--- config.mk ---
export PLATFORM = sky130hd
export DESIGN_NAME = nvram_host
export DESIGN_NICKNAME = d
export VERILOG_FILES = /design/src/nvram_host_pkg.sv /design/src/nvram_host.sv
export VERILOG_INCLUDE_DIRS = /design/src /design/src/src
export SDC_FILE = /design/constraint.sdc
export NUM_CORES = 1
export LEC_CHECK = 0
export BUFFER_PORTS_ARGS = -buffer_cell sky130_fd_sc_hd__buf_2
export CORE_ASPECT_RATIO = 1.5
export CORE_UTILIZATION = 51
export CTS_CLUSTER_DIAMETER = 120
export CTS_CLUSTER_SIZE = 20
export DETAILED_ROUTE_END_ITERATION = 10
export PLACE_DENSITY = 0.83
export SYNTH_ARGS = -nofsm -noshare
export SYNTH_HDL_FRONTEND = slang
export SYNTH_SLANG_ARGS = --single-unit
--- constraint.sdc ---
create_clock -name clk -period 2.61 [get_ports clk]
set_input_delay 0.261 -clock clk [delete_from_list [all_inputs] [get_ports clk]]
set_output_delay 0.261 -clock clk [all_outputs]
set_load 0.01 [all_outputs]
--- src/nvram_host_defs.svh ---
// timing counts, sequence addresses and pin widths for the nvram host
`ifndef NVRAM_HOST_DEFS_SVH
`define NVRAM_HOST_DEFS_SVH
`define ADDR_W          13
`define DATA_W          8
`define CLK_PERIOD_NS   40
`define SETUP_NS        40
`define ACCESS_NS       80
`define PULSE_NS        80
`define RECOVER_NS      40
`define SETUP_CYC       ((`SETUP_NS + `CLK_PERIOD_NS - 1) / `CLK_PERIOD_NS)
`define ACCESS_CYC      ((`ACCESS_NS + `CLK_PERIOD_NS - 1) / `CLK_PERIOD_NS)
`define PULSE_CYC       ((`PULSE_NS + `CLK_PERIOD_NS - 1) / `CLK_PERIOD_NS)
`define RECOVER_CYC     ((`RECOVER_NS + `CLK_PERIOD_NS - 1) / `CLK_PERIOD_NS)
`define SAVE_TIME_US    10000
`define RESTORE_TIME_US 20
`define SAVE_CYC        (`SAVE_TIME_US * 1000 / `CLK_PERIOD_NS)
`define RESTORE_CYC     (`RESTORE_TIME_US * 1000 / `CLK_PERIOD_NS)
`define SEQ_A0          13'h0000
`define SEQ_A1          13'h1555
`define SEQ_A2          13'h0aaa
`define SEQ_A3          13'h1fff
`define SEQ_A4          13'h10f0
`define SEQ_SAVE        13'h0f0f
`define SEQ_RESTORE     13'h0f0e
`endif

--- src/nvram_host_pkg.sv ---
// types shared by the nvram host
`include "nvram_host_defs.svh"
package nvram_host_pkg;
  typedef enum logic [2:0] {
    OP_READ    = 3'h0,
    OP_WRITE   = 3'h1,
    OP_SAVE    = 3'h2,
    OP_RESTORE = 3'h3
  } op_t;

  typedef struct packed {
    op_t                    op;
    logic [`ADDR_W-1:0]     addr;
    logic [`DATA_W-1:0]     wdata;
  } req_t;

  typedef struct packed {
    logic                   chip_select_n;
    logic                   write_strobe_n;
    logic                   output_drive_n;
    logic [`ADDR_W-1:0]     word_address;
  } pins_t;
endpackage

--- src/nvram_host.sv ---
// host sequencer that drives the shadowed sram through its strobes
//
// What this block does
// - address set before write begins and held until strobes rise
// - output drive held high for the whole write cycle
// - save issued as six select-framed reads to fixed addresses
// - first five sequence reads hit 0000, 1555, 0aaa, 1fff, 10f0 in order
// - the sequence uses read cycles only, never writes
// - restore uses the same five reads then a sixth at 0f0e
// - write strobe stays high through all six sequence cycles
`timescale 1ns/100ps
`include "nvram_host_defs.svh"
module nvram_host
  import nvram_host_pkg::*;
(
  // clock and reset
  input  wire logic              clk,
  input  wire logic              srst,
  // request side
  input  wire logic              req_valid,
  output logic                   req_ready,
  input  wire req_t              req,
  output logic                   rsp_valid,
  output logic [`DATA_W-1:0]     rsp_rdata,
  // device pins
  output pins_t                  pins,
  input  wire logic [`DATA_W-1:0] data_io_in,
  output logic [`DATA_W-1:0]     data_io_out,
  output logic                   data_io_oe_n
);
  typedef enum logic [5:0] {
    ST_IDLE   = 6'h01,
    ST_SETUP  = 6'h02,
    ST_STROBE = 6'h04,
    ST_RECOV  = 6'h08,
    ST_BUSY   = 6'h10,
    ST_DONE   = 6'h20
  } state_t;

  localparam logic [23:0] SETUP_C   = 24'(`SETUP_CYC);
  localparam logic [23:0] ACCESS_C  = 24'(`ACCESS_CYC);
  localparam logic [23:0] PULSE_C   = 24'(`PULSE_CYC);
  localparam logic [23:0] RECOVER_C = 24'(`RECOVER_CYC);
  localparam logic [23:0] SAVE_C    = 24'(`SAVE_CYC);
  localparam logic [23:0] RESTORE_C = 24'(`RESTORE_CYC);

  state_t             state;
  state_t             next_state;
  req_t               cur;
  logic [2:0]         step;
  logic [23:0]        cnt;
  logic [`DATA_W-1:0] rdata;
  logic               done;

  wire is_seq    = (cur.op == OP_SAVE) || (cur.op == OP_RESTORE);
  wire is_write  = (cur.op == OP_WRITE);
  wire cnt_zero  = (cnt == 24'h000000);
  wire last_step = (step == 3'h5);
  wire take      = (state == ST_IDLE) && req_valid;
  wire step_adv  = (state == ST_RECOV) && cnt_zero && is_seq && !last_step;
  // pins load on the edge that loads cur and step, so they must see the values being loaded
  wire req_t       next_cur      = take ? req : cur;
  wire [2:0]       next_step     = take ? 3'h0 : (step_adv ? step + 3'h1 : step);
  wire             next_is_seq   = (next_cur.op == OP_SAVE) || (next_cur.op == OP_RESTORE);
  wire             next_is_write = (next_cur.op == OP_WRITE);
  wire [`ADDR_W-1:0] seq_addr =
      (next_step == 3'h0) ? `SEQ_A0 :
      (next_step == 3'h1) ? `SEQ_A1 :
      (next_step == 3'h2) ? `SEQ_A2 :
      (next_step == 3'h3) ? `SEQ_A3 :
      (next_step == 3'h4) ? `SEQ_A4 :
      // sixth address picks save or restore
      (next_cur.op == OP_SAVE) ? `SEQ_SAVE : `SEQ_RESTORE;
  // full word address for every access
  wire [`ADDR_W-1:0] cyc_addr = next_is_seq ? seq_addr : next_cur.addr;
  wire strobing = (state == ST_STROBE);
  wire [23:0] strobe_len = is_write ? PULSE_C : ACCESS_C;
  // busy time after the sixth read
  wire [23:0] busy_len = (cur.op == OP_SAVE) ? SAVE_C : RESTORE_C;

  assign req_ready = (state == ST_IDLE);

  always_comb begin
    next_state = state;
    unique case (state)
      ST_IDLE:   if (req_valid) next_state = ST_SETUP;
      ST_SETUP:  if (cnt_zero) next_state = ST_STROBE;
      ST_STROBE: if (cnt_zero) next_state = ST_RECOV;
      // sequence runs back to back, no other access let in
      ST_RECOV:  if (cnt_zero) begin
        next_state = (is_seq && last_step) ? ST_BUSY :
                     (is_seq) ? ST_SETUP : ST_DONE;
      end
      ST_BUSY:   if (cnt_zero) next_state = ST_DONE;
      ST_DONE:   next_state = ST_IDLE;
    endcase
  end

  always_ff @(posedge clk) begin
    if (srst) begin
      state <= ST_IDLE;
      cnt   <= 24'h000000;
      step  <= 3'h0;
      cur   <= '0;
      rdata <= '0;
    end else begin
      state <= next_state;
      step  <= next_step;
      if (take) begin
        cur  <= req;
        cnt  <= SETUP_C - 24'h000001;
      end else if (!cnt_zero) begin
        cnt <= cnt - 24'h000001;
      end else begin
        unique case (state)
          ST_SETUP:  cnt <= strobe_len - 24'h000001;
          ST_STROBE: cnt <= RECOVER_C - 24'h000001;
          ST_RECOV: begin
            if (is_seq && !last_step) begin
              cnt  <= SETUP_C - 24'h000001;
            end else if (is_seq) begin
              cnt <= busy_len - 24'h000001;
            end
          end
          default: cnt <= 24'h000000;
        endcase
      end
      // sample data at the last strobe cycle, while still driven
      if (strobing && cnt_zero && cur.op == OP_READ) rdata <= data_io_in;
    end
  end

  // strobes come from the state, write only for writes
  // each sequence read is framed by its own select pulse
  always_ff @(posedge clk) begin
    if (srst) begin
      pins         <= '{1'b1, 1'b1, 1'b1, 13'h0000};
      data_io_out  <= '0;
      data_io_oe_n <= 1'b1;
    end else begin
      pins.chip_select_n  <= !(next_state == ST_STROBE);
      // output drive stays high for writes
      // sequence reads keep output drive high
      pins.output_drive_n <= !(next_state == ST_STROBE && cur.op == OP_READ);
      pins.write_strobe_n <= !(next_state == ST_STROBE && is_write);
      // address changes only while select is high
      if (next_state == ST_SETUP) pins.word_address <= cyc_addr;
      // host drives data only across a write
      data_io_oe_n <= !(next_is_write && (next_state == ST_SETUP ||
                        next_state == ST_STROBE || next_state == ST_RECOV));
      if (next_state == ST_SETUP) data_io_out <= next_cur.wdata;
    end
  end

  assign done      = (state == ST_DONE);
  assign rsp_valid = done;
  assign rsp_rdata = rdata;
endmodule

=== Word-level counts from Yosys, hierarchy flattened ===
Index checks and enable logic that the tools add are counted.
W data, S select, Z words.

* Logic and storage cells: 84
* Flip-flop bits (word level): 90
* Output and inout port bits: 35

* Reduce and logical (&&, ||, !) cells: 24
* Muxes and demuxes: 23
* $add $sub $neg: 3
* Equal/unequal tests: 21

{| class="wikitable"
|+ Operator list
! kind !! count
|-
| $mux W24 || 4
|-
| $mux W13 || 6
|-
| $pmux W24 S2 || 1
|-
| $mux W6 || 7
|-
| $pmux W6 S6 || 1
|-
| $logic_not A24 Y1 || 1
|-
| $sub A24 B1 Y24 const B || 1
|-
| $sub A18 B1 Y19 const B || 1
|-
| $eq A3 B2 Y1 const B || 6
|-
| $mux W18 || 1
|-
| $eq A6 B2 Y1 const B || 2
|-
| $eq A6 B3 Y1 const B || 2
|-
| $eq A6 B4 Y1 const B || 2
|-
| $logic_and A1 B1 Y1 || 11
|-
| $eq A3 B1 Y1 const B || 3
|-
| $eq A3 B3 Y1 const B || 2
|-
| $eq A6 B1 Y1 const B || 1
|-
| $eq A6 B5 Y1 const B || 1
|-
| $eq A6 B6 Y1 const B || 1
|-
| $logic_not A3 Y1 || 2
|-
| $mux W3 || 2
|-
| $logic_not A1 Y1 || 5
|-
| $logic_or A1 B1 Y1 || 4
|-
| $ne A4 B3 Y1 const B || 1
|-
| 3 further kinds || 3
|}

=== Depth between registers and ports, before layout ===
* Depth after elaboration: 13
* Depth in mapped cells: 12

=== Worst setup path after synthesis ===
Ideal clock, no wire load.

* Kind: reg2reg
* From: reg cnt[0]
* To: reg pins[1] (netlist bit)
* Period minus slack after synthesis: 2528 ps
* Slack: 82 ps
* Cell stages (with the launch flop): 12
* Arrival: 2411 ps
* Required time: 2493 ps
* Library setup time: 117 ps
* Buffers on the path: 2
* Cell sequence: dfxtp_1 -> inv_1 -> ha_1 -> nor3b_2 -> nand2_2 -> or4_1 -> buf_2 -> o211ai_2 -> nand4_2 -> buf_6 -> o21bai_4 -> o22a_1

* Cells in the longest elaborated chain, start to end: 13
* Elaborated cells on any way between the ends: 23

{| class="wikitable"
|+ RTL lines
! item !! line !! source
|-
| from (decl) || nvram_host.sv:51 || <nowiki>logic [23:0] cnt;</nowiki>
|-
| from (signal assigned) || nvram_host.sv:111 || <nowiki>cnt <= SETUP_C - 24'h000001;</nowiki>
|-
| from (signal assigned) || nvram_host.sv:113 || <nowiki>cnt <= cnt - 24'h000001;</nowiki>
|-
| from (signal assigned) || nvram_host.sv:116 || <nowiki>ST_SETUP: cnt <= strobe_len - 24'h000001;</nowiki>
|-
| $logic_not A24 Y1 * || nvram_host.sv:57 || <nowiki>wire cnt_zero = (cnt == 24'h000000);</nowiki>
|-
| $logic_and A1 B1 Y1 (3 in a row) || nvram_host.sv:60 || <nowiki>wire step_adv = (state == ST_RECOV) && cnt_zero && is_seq && !last_step;</nowiki>
|-
| $mux W3 (2 in a row) || nvram_host.sv:63 || <nowiki>wire [2:0] next_step = take ? 3'h0 : (step_adv ? step + 3'h1 : step);</nowiki>
|-
| $eq A3 B3 Y1 || nvram_host.sv:71 || <nowiki>(next_step == 3'h4) ? `SEQ_A4 :</nowiki>
|-
| $mux W13 (no source line) (5 in a row) || - ||
|-
| $mux W13 || nvram_host.sv:75 || <nowiki>wire [`ADDR_W-1:0] cyc_addr = next_is_seq ? seq_addr : next_cur.addr;</nowiki>
|-
| to (signal assigned) || nvram_host.sv:137 || <nowiki>pins <= '{1'b1, 1'b1, 1'b1, 13'h0000};</nowiki>
|-
| to (decl) || nvram_host.sv:26 || <nowiki>output pins_t pins,</nowiki>
|}

Every way passes the cells marked *; elsewhere a longest branch is shown, timed or not.
A chain may end at the register's enable or synchronous reset.

=== Worst setup path after layout ===
* From: reg cnt[16]
* To: reg pins[8] (netlist bit)

Same word-level chain as after synthesis.

==> impl_metrics.py <==
metrics = {
    "synthesis": {
        "ys_types": 63,
        "yosysTopAreaCell": "dfxtp_1",
        "ys_ff_latch": 90,
        "synth.top_cell.area_share_pct": 40.8,
        "async_reset_ff_share_pct": 0,
        "netlist_area_um2": 4420,
        "postSynthCellCount": 522,
        "seq_area_frac_synth_pct": 40.8,
        "yosysWarnings": 0,
        "syn_avg_cell_area_um2": 8.46,
        "synthTopCellsByArea": "dfxtp_1, mux2i_1, nor2_1, a21oi_1, nand2_1",
        "yosysMostFrequentCell": "dfxtp_1",
        "synth_top_flop_cell": "dfxtp_1",
        "syn-num-nets": 560,
        "synthTopCellsByCount": "dfxtp_1, nor2_1, nand2_1",
        "synth-edff-count": 0,
    },
    "die": {
        "row_count": 41,
        "die_h_um": 116,
        "core_um2": 8410,
        "initial_core_util_pct": 52.5,
        "dieWidth_um": 78.0,
        "die_area_um2": 9040,
        "ioPinCount": 70,
    },
    "layout": {
        "fin_util_pct": 64.1,
        "fillerInstances": 696,
        "nets": 648,
        "antenna_cells": 0,
        "drive_above_1_share_pct": 24.7,
        "area_delta_synth_final_pct": 22.2,
    },
    "worst_setup_path": {
        "max_stage_delay_ns": 0.52,
        "cpMostUsedCell": "nor3_1",
        "cp-end-kind": "flop",
        "cp.arrival_ns": 2.73,
        "worst-setup-path-type": "flop to flop",
        "crit_required_ns": 2.82,
        "crit_path_start_kind": "flop",
        "cp_max_fo": 6,
        "crit_start": "cnt[16]",
        "critPathTopFamily": "simple AND/OR/NAND/NOR gates",
        "path_buf_inv": 1,
        "path_cells": "nor4_2 -> nand4_2 -> or4_1 -> buf_4 -> o21ai_0 -> a31oi_1 -> nor3_1 -> nor3_1",
        "cpMaxStageDelayCell": "or4_1",
        "rr_startpoint": "cnt[16]",
    },
    "pwr": {
        "vdd_drop_max_uv": 870,
        "p_leak_uw": 0.00241,
        "cellPowerDensity_nw_per_um2": 1070,
        "power_uw": 5760,
    },
    "sta": {
        "hold_slack_ns": 0.153,
        "final_max_slew_viol_count": 0,
        "tightest_slew_ns": 0.701,
        "setup_violations": 0,
        "layout_setup_ws_ns": 0.0889,
        "tns_ns": 0,
        "hold_viol_final": 0,
        "skew_ns": 0.00289,
        "fmax_ghz": 0.397,
        "period_share_pct": 96.6,
        "rsz0062_at_grt": "yes",
        "slew_headroom_pct": 53.1,
        "timing.final.crit_period_ns": 2.52,
    },
    "cts": {
        "cts_max_level": 3,
        "clock-sinks": 90,
        "hold_buffers": 0,
        "cts_resized": 0,
        "cts_made_buffers": 9,
        "clk_pin_slew_ns": 0.07,
        "clockBufferDepth": 2,
        "postCtsSetupBuffers": 0,
        "root_buffer": "clkbuf_16",
        "cts_tree": "yes",
        "clk_latency_ns": 0.34,
    },
    "global_route": {
        "grt_overflow": 0,
        "groute.usage.overall_pct": 26.9,
        "grt_max_degree": 48,
        "grt_antenna_before_repair": 0,
        "first_global_vias": 4151,
        "grt_pass1_wl_um": 19200,
    },
    "min_path": {
        "min_from": "data_io_in[0]",
        "hold_class": "input port to flop",
    },
    "routing": {
        "dr.pass1.iters": 5,
        "wl_um": 11800,
        "drcViolationCount": 0,
        "wire_per_inst_um": 16.4,
        "drt_iter0_drc": 308,
        "via_per_inst": 5.90,
        "vias": 4262,
        "ant_nets": 0,
    },
    "placed_design": {
        "gp_congestion": 0.941,
        "dp_hpwl_um": 8400,
        "port_buffers": 69,
        "preCtsSetupSlack_ns": 0.0465,
    },
    "outcome": {
        "status": "complete, no violations",
    },
    "job": {
        "maxCapViolations": 0,
    },
}
==> worst reg2reg max path, cell delays in order (launching register included) <==
cell and delay (ns):
dfxtp_1 0.35, nor4_2 0.42, nand4_2 0.24, or4_1 0.52, buf_4 0.19, o21ai_0 0.15, a31oi_1 0.21, nor3_1 0.23
nor3_1 0.08
==> flip-flops by register name, summed over array words and instances (netlist names) <==
name / count
cnt: 24
cur: 24
data_io_oe_n: 1
data_io_out: 8
pins: 16
rsp_rdata: 8
state: 6
step: 3
==> metrics by stage <==
stage / instances / cell area [µm²]
finish: 722 / 5390
global route: 722 / 5390
CTS: 722 / 5330
detailed placement: 706 / 5050
global placement: 706 / 5050
floorplan: 522 / 4420
==> cell usage in the layout, fill, tap and decap left out, types with 4 or more instances in the layout <==
cell | netlist | layout
dfxtp_1 | 90 | 90
nor2_1 | 72 | 72
buf_2 | 4 | 69
nand2_1 | 46 | 46
a21oi_1 | 38 | 38
buf_4 | 0 | 37
mux2i_1 | 31 | 31
nor3_1 | 21 | 19
nor2b_1 | 17 | 17
o21ai_0 | 18 | 17
nand4_1 | 13 | 13
nand3b_1 | 11 | 11
inv_1 | 10 | 10
clkbuf_16 | 0 | 9
nand3_1 | 8 | 8
o31ai_1 | 9 | 8
xor2_1 | 7 | 7
o22a_1 | 7 | 7
xnor2_1 | 6 | 6
or3_1 | 6 | 6
nor4_1 | 5 | 5
nand2b_1 | 5 | 5
or2_2 | 5 | 5
a211oi_1 | 5 | 5
nor4_2 | 4 | 4
==> routing by layer <==
layer,GRT usage [%],part of all wire [%]
met1,28.8,38
met3,5.43,4.5
met5,0,0
met4,13.8,3.8
met2,49.9,53
==> cell type report <==
type / count / area, µm² / share of cell area, %
clock buffer: 9 / 225 / 4.18
clock inverter: 7 / 52.6 / 0.974
inverter: 10 / 37.5 / 0.696
multi-input combinational: 392 / 2500 / 46.4
sequential: 90 / 1800 / 33.4
tap: 107 / 134 / 2.48
timing repair buffer: 107 / 638 / 11.8
==> worst paths after layout <==
kind,endpoint,slack (ns),cells after the start
worst min-delay path,rsp_rdata[0],0.15,3
worst max-delay path,pins[8],0.09,8
worst min register to register,pins[5],0.46,1
worst max register to register,pins[8],0.09,8
==> kinds of logic (layout without fill, tap and decap cells) <==
kind of cell    Yosys count  in the layout  share of synthesized area (%)
compound gates          111            111                           16.9
xor+xnor                 13             13                           2.58
fa+ha+maj                 3              3                          0.850
buf+inv                  40            133                           3.68
flops                    90             90                           40.8
mux                      31             31                           7.03
simple gates            234            234                           28.2
==> power by group <==
part / internal, µW / leakage (µW) / switching (µW) / total (µW)
logic: 1160 / 0.00154 / 1530 / 2680
registers: 1610 / 0.000735 / 249 / 1860
clock network: 653 / 0.000137 / 562 / 1220
Note: power is estimated with default switching activity, not from simulation.
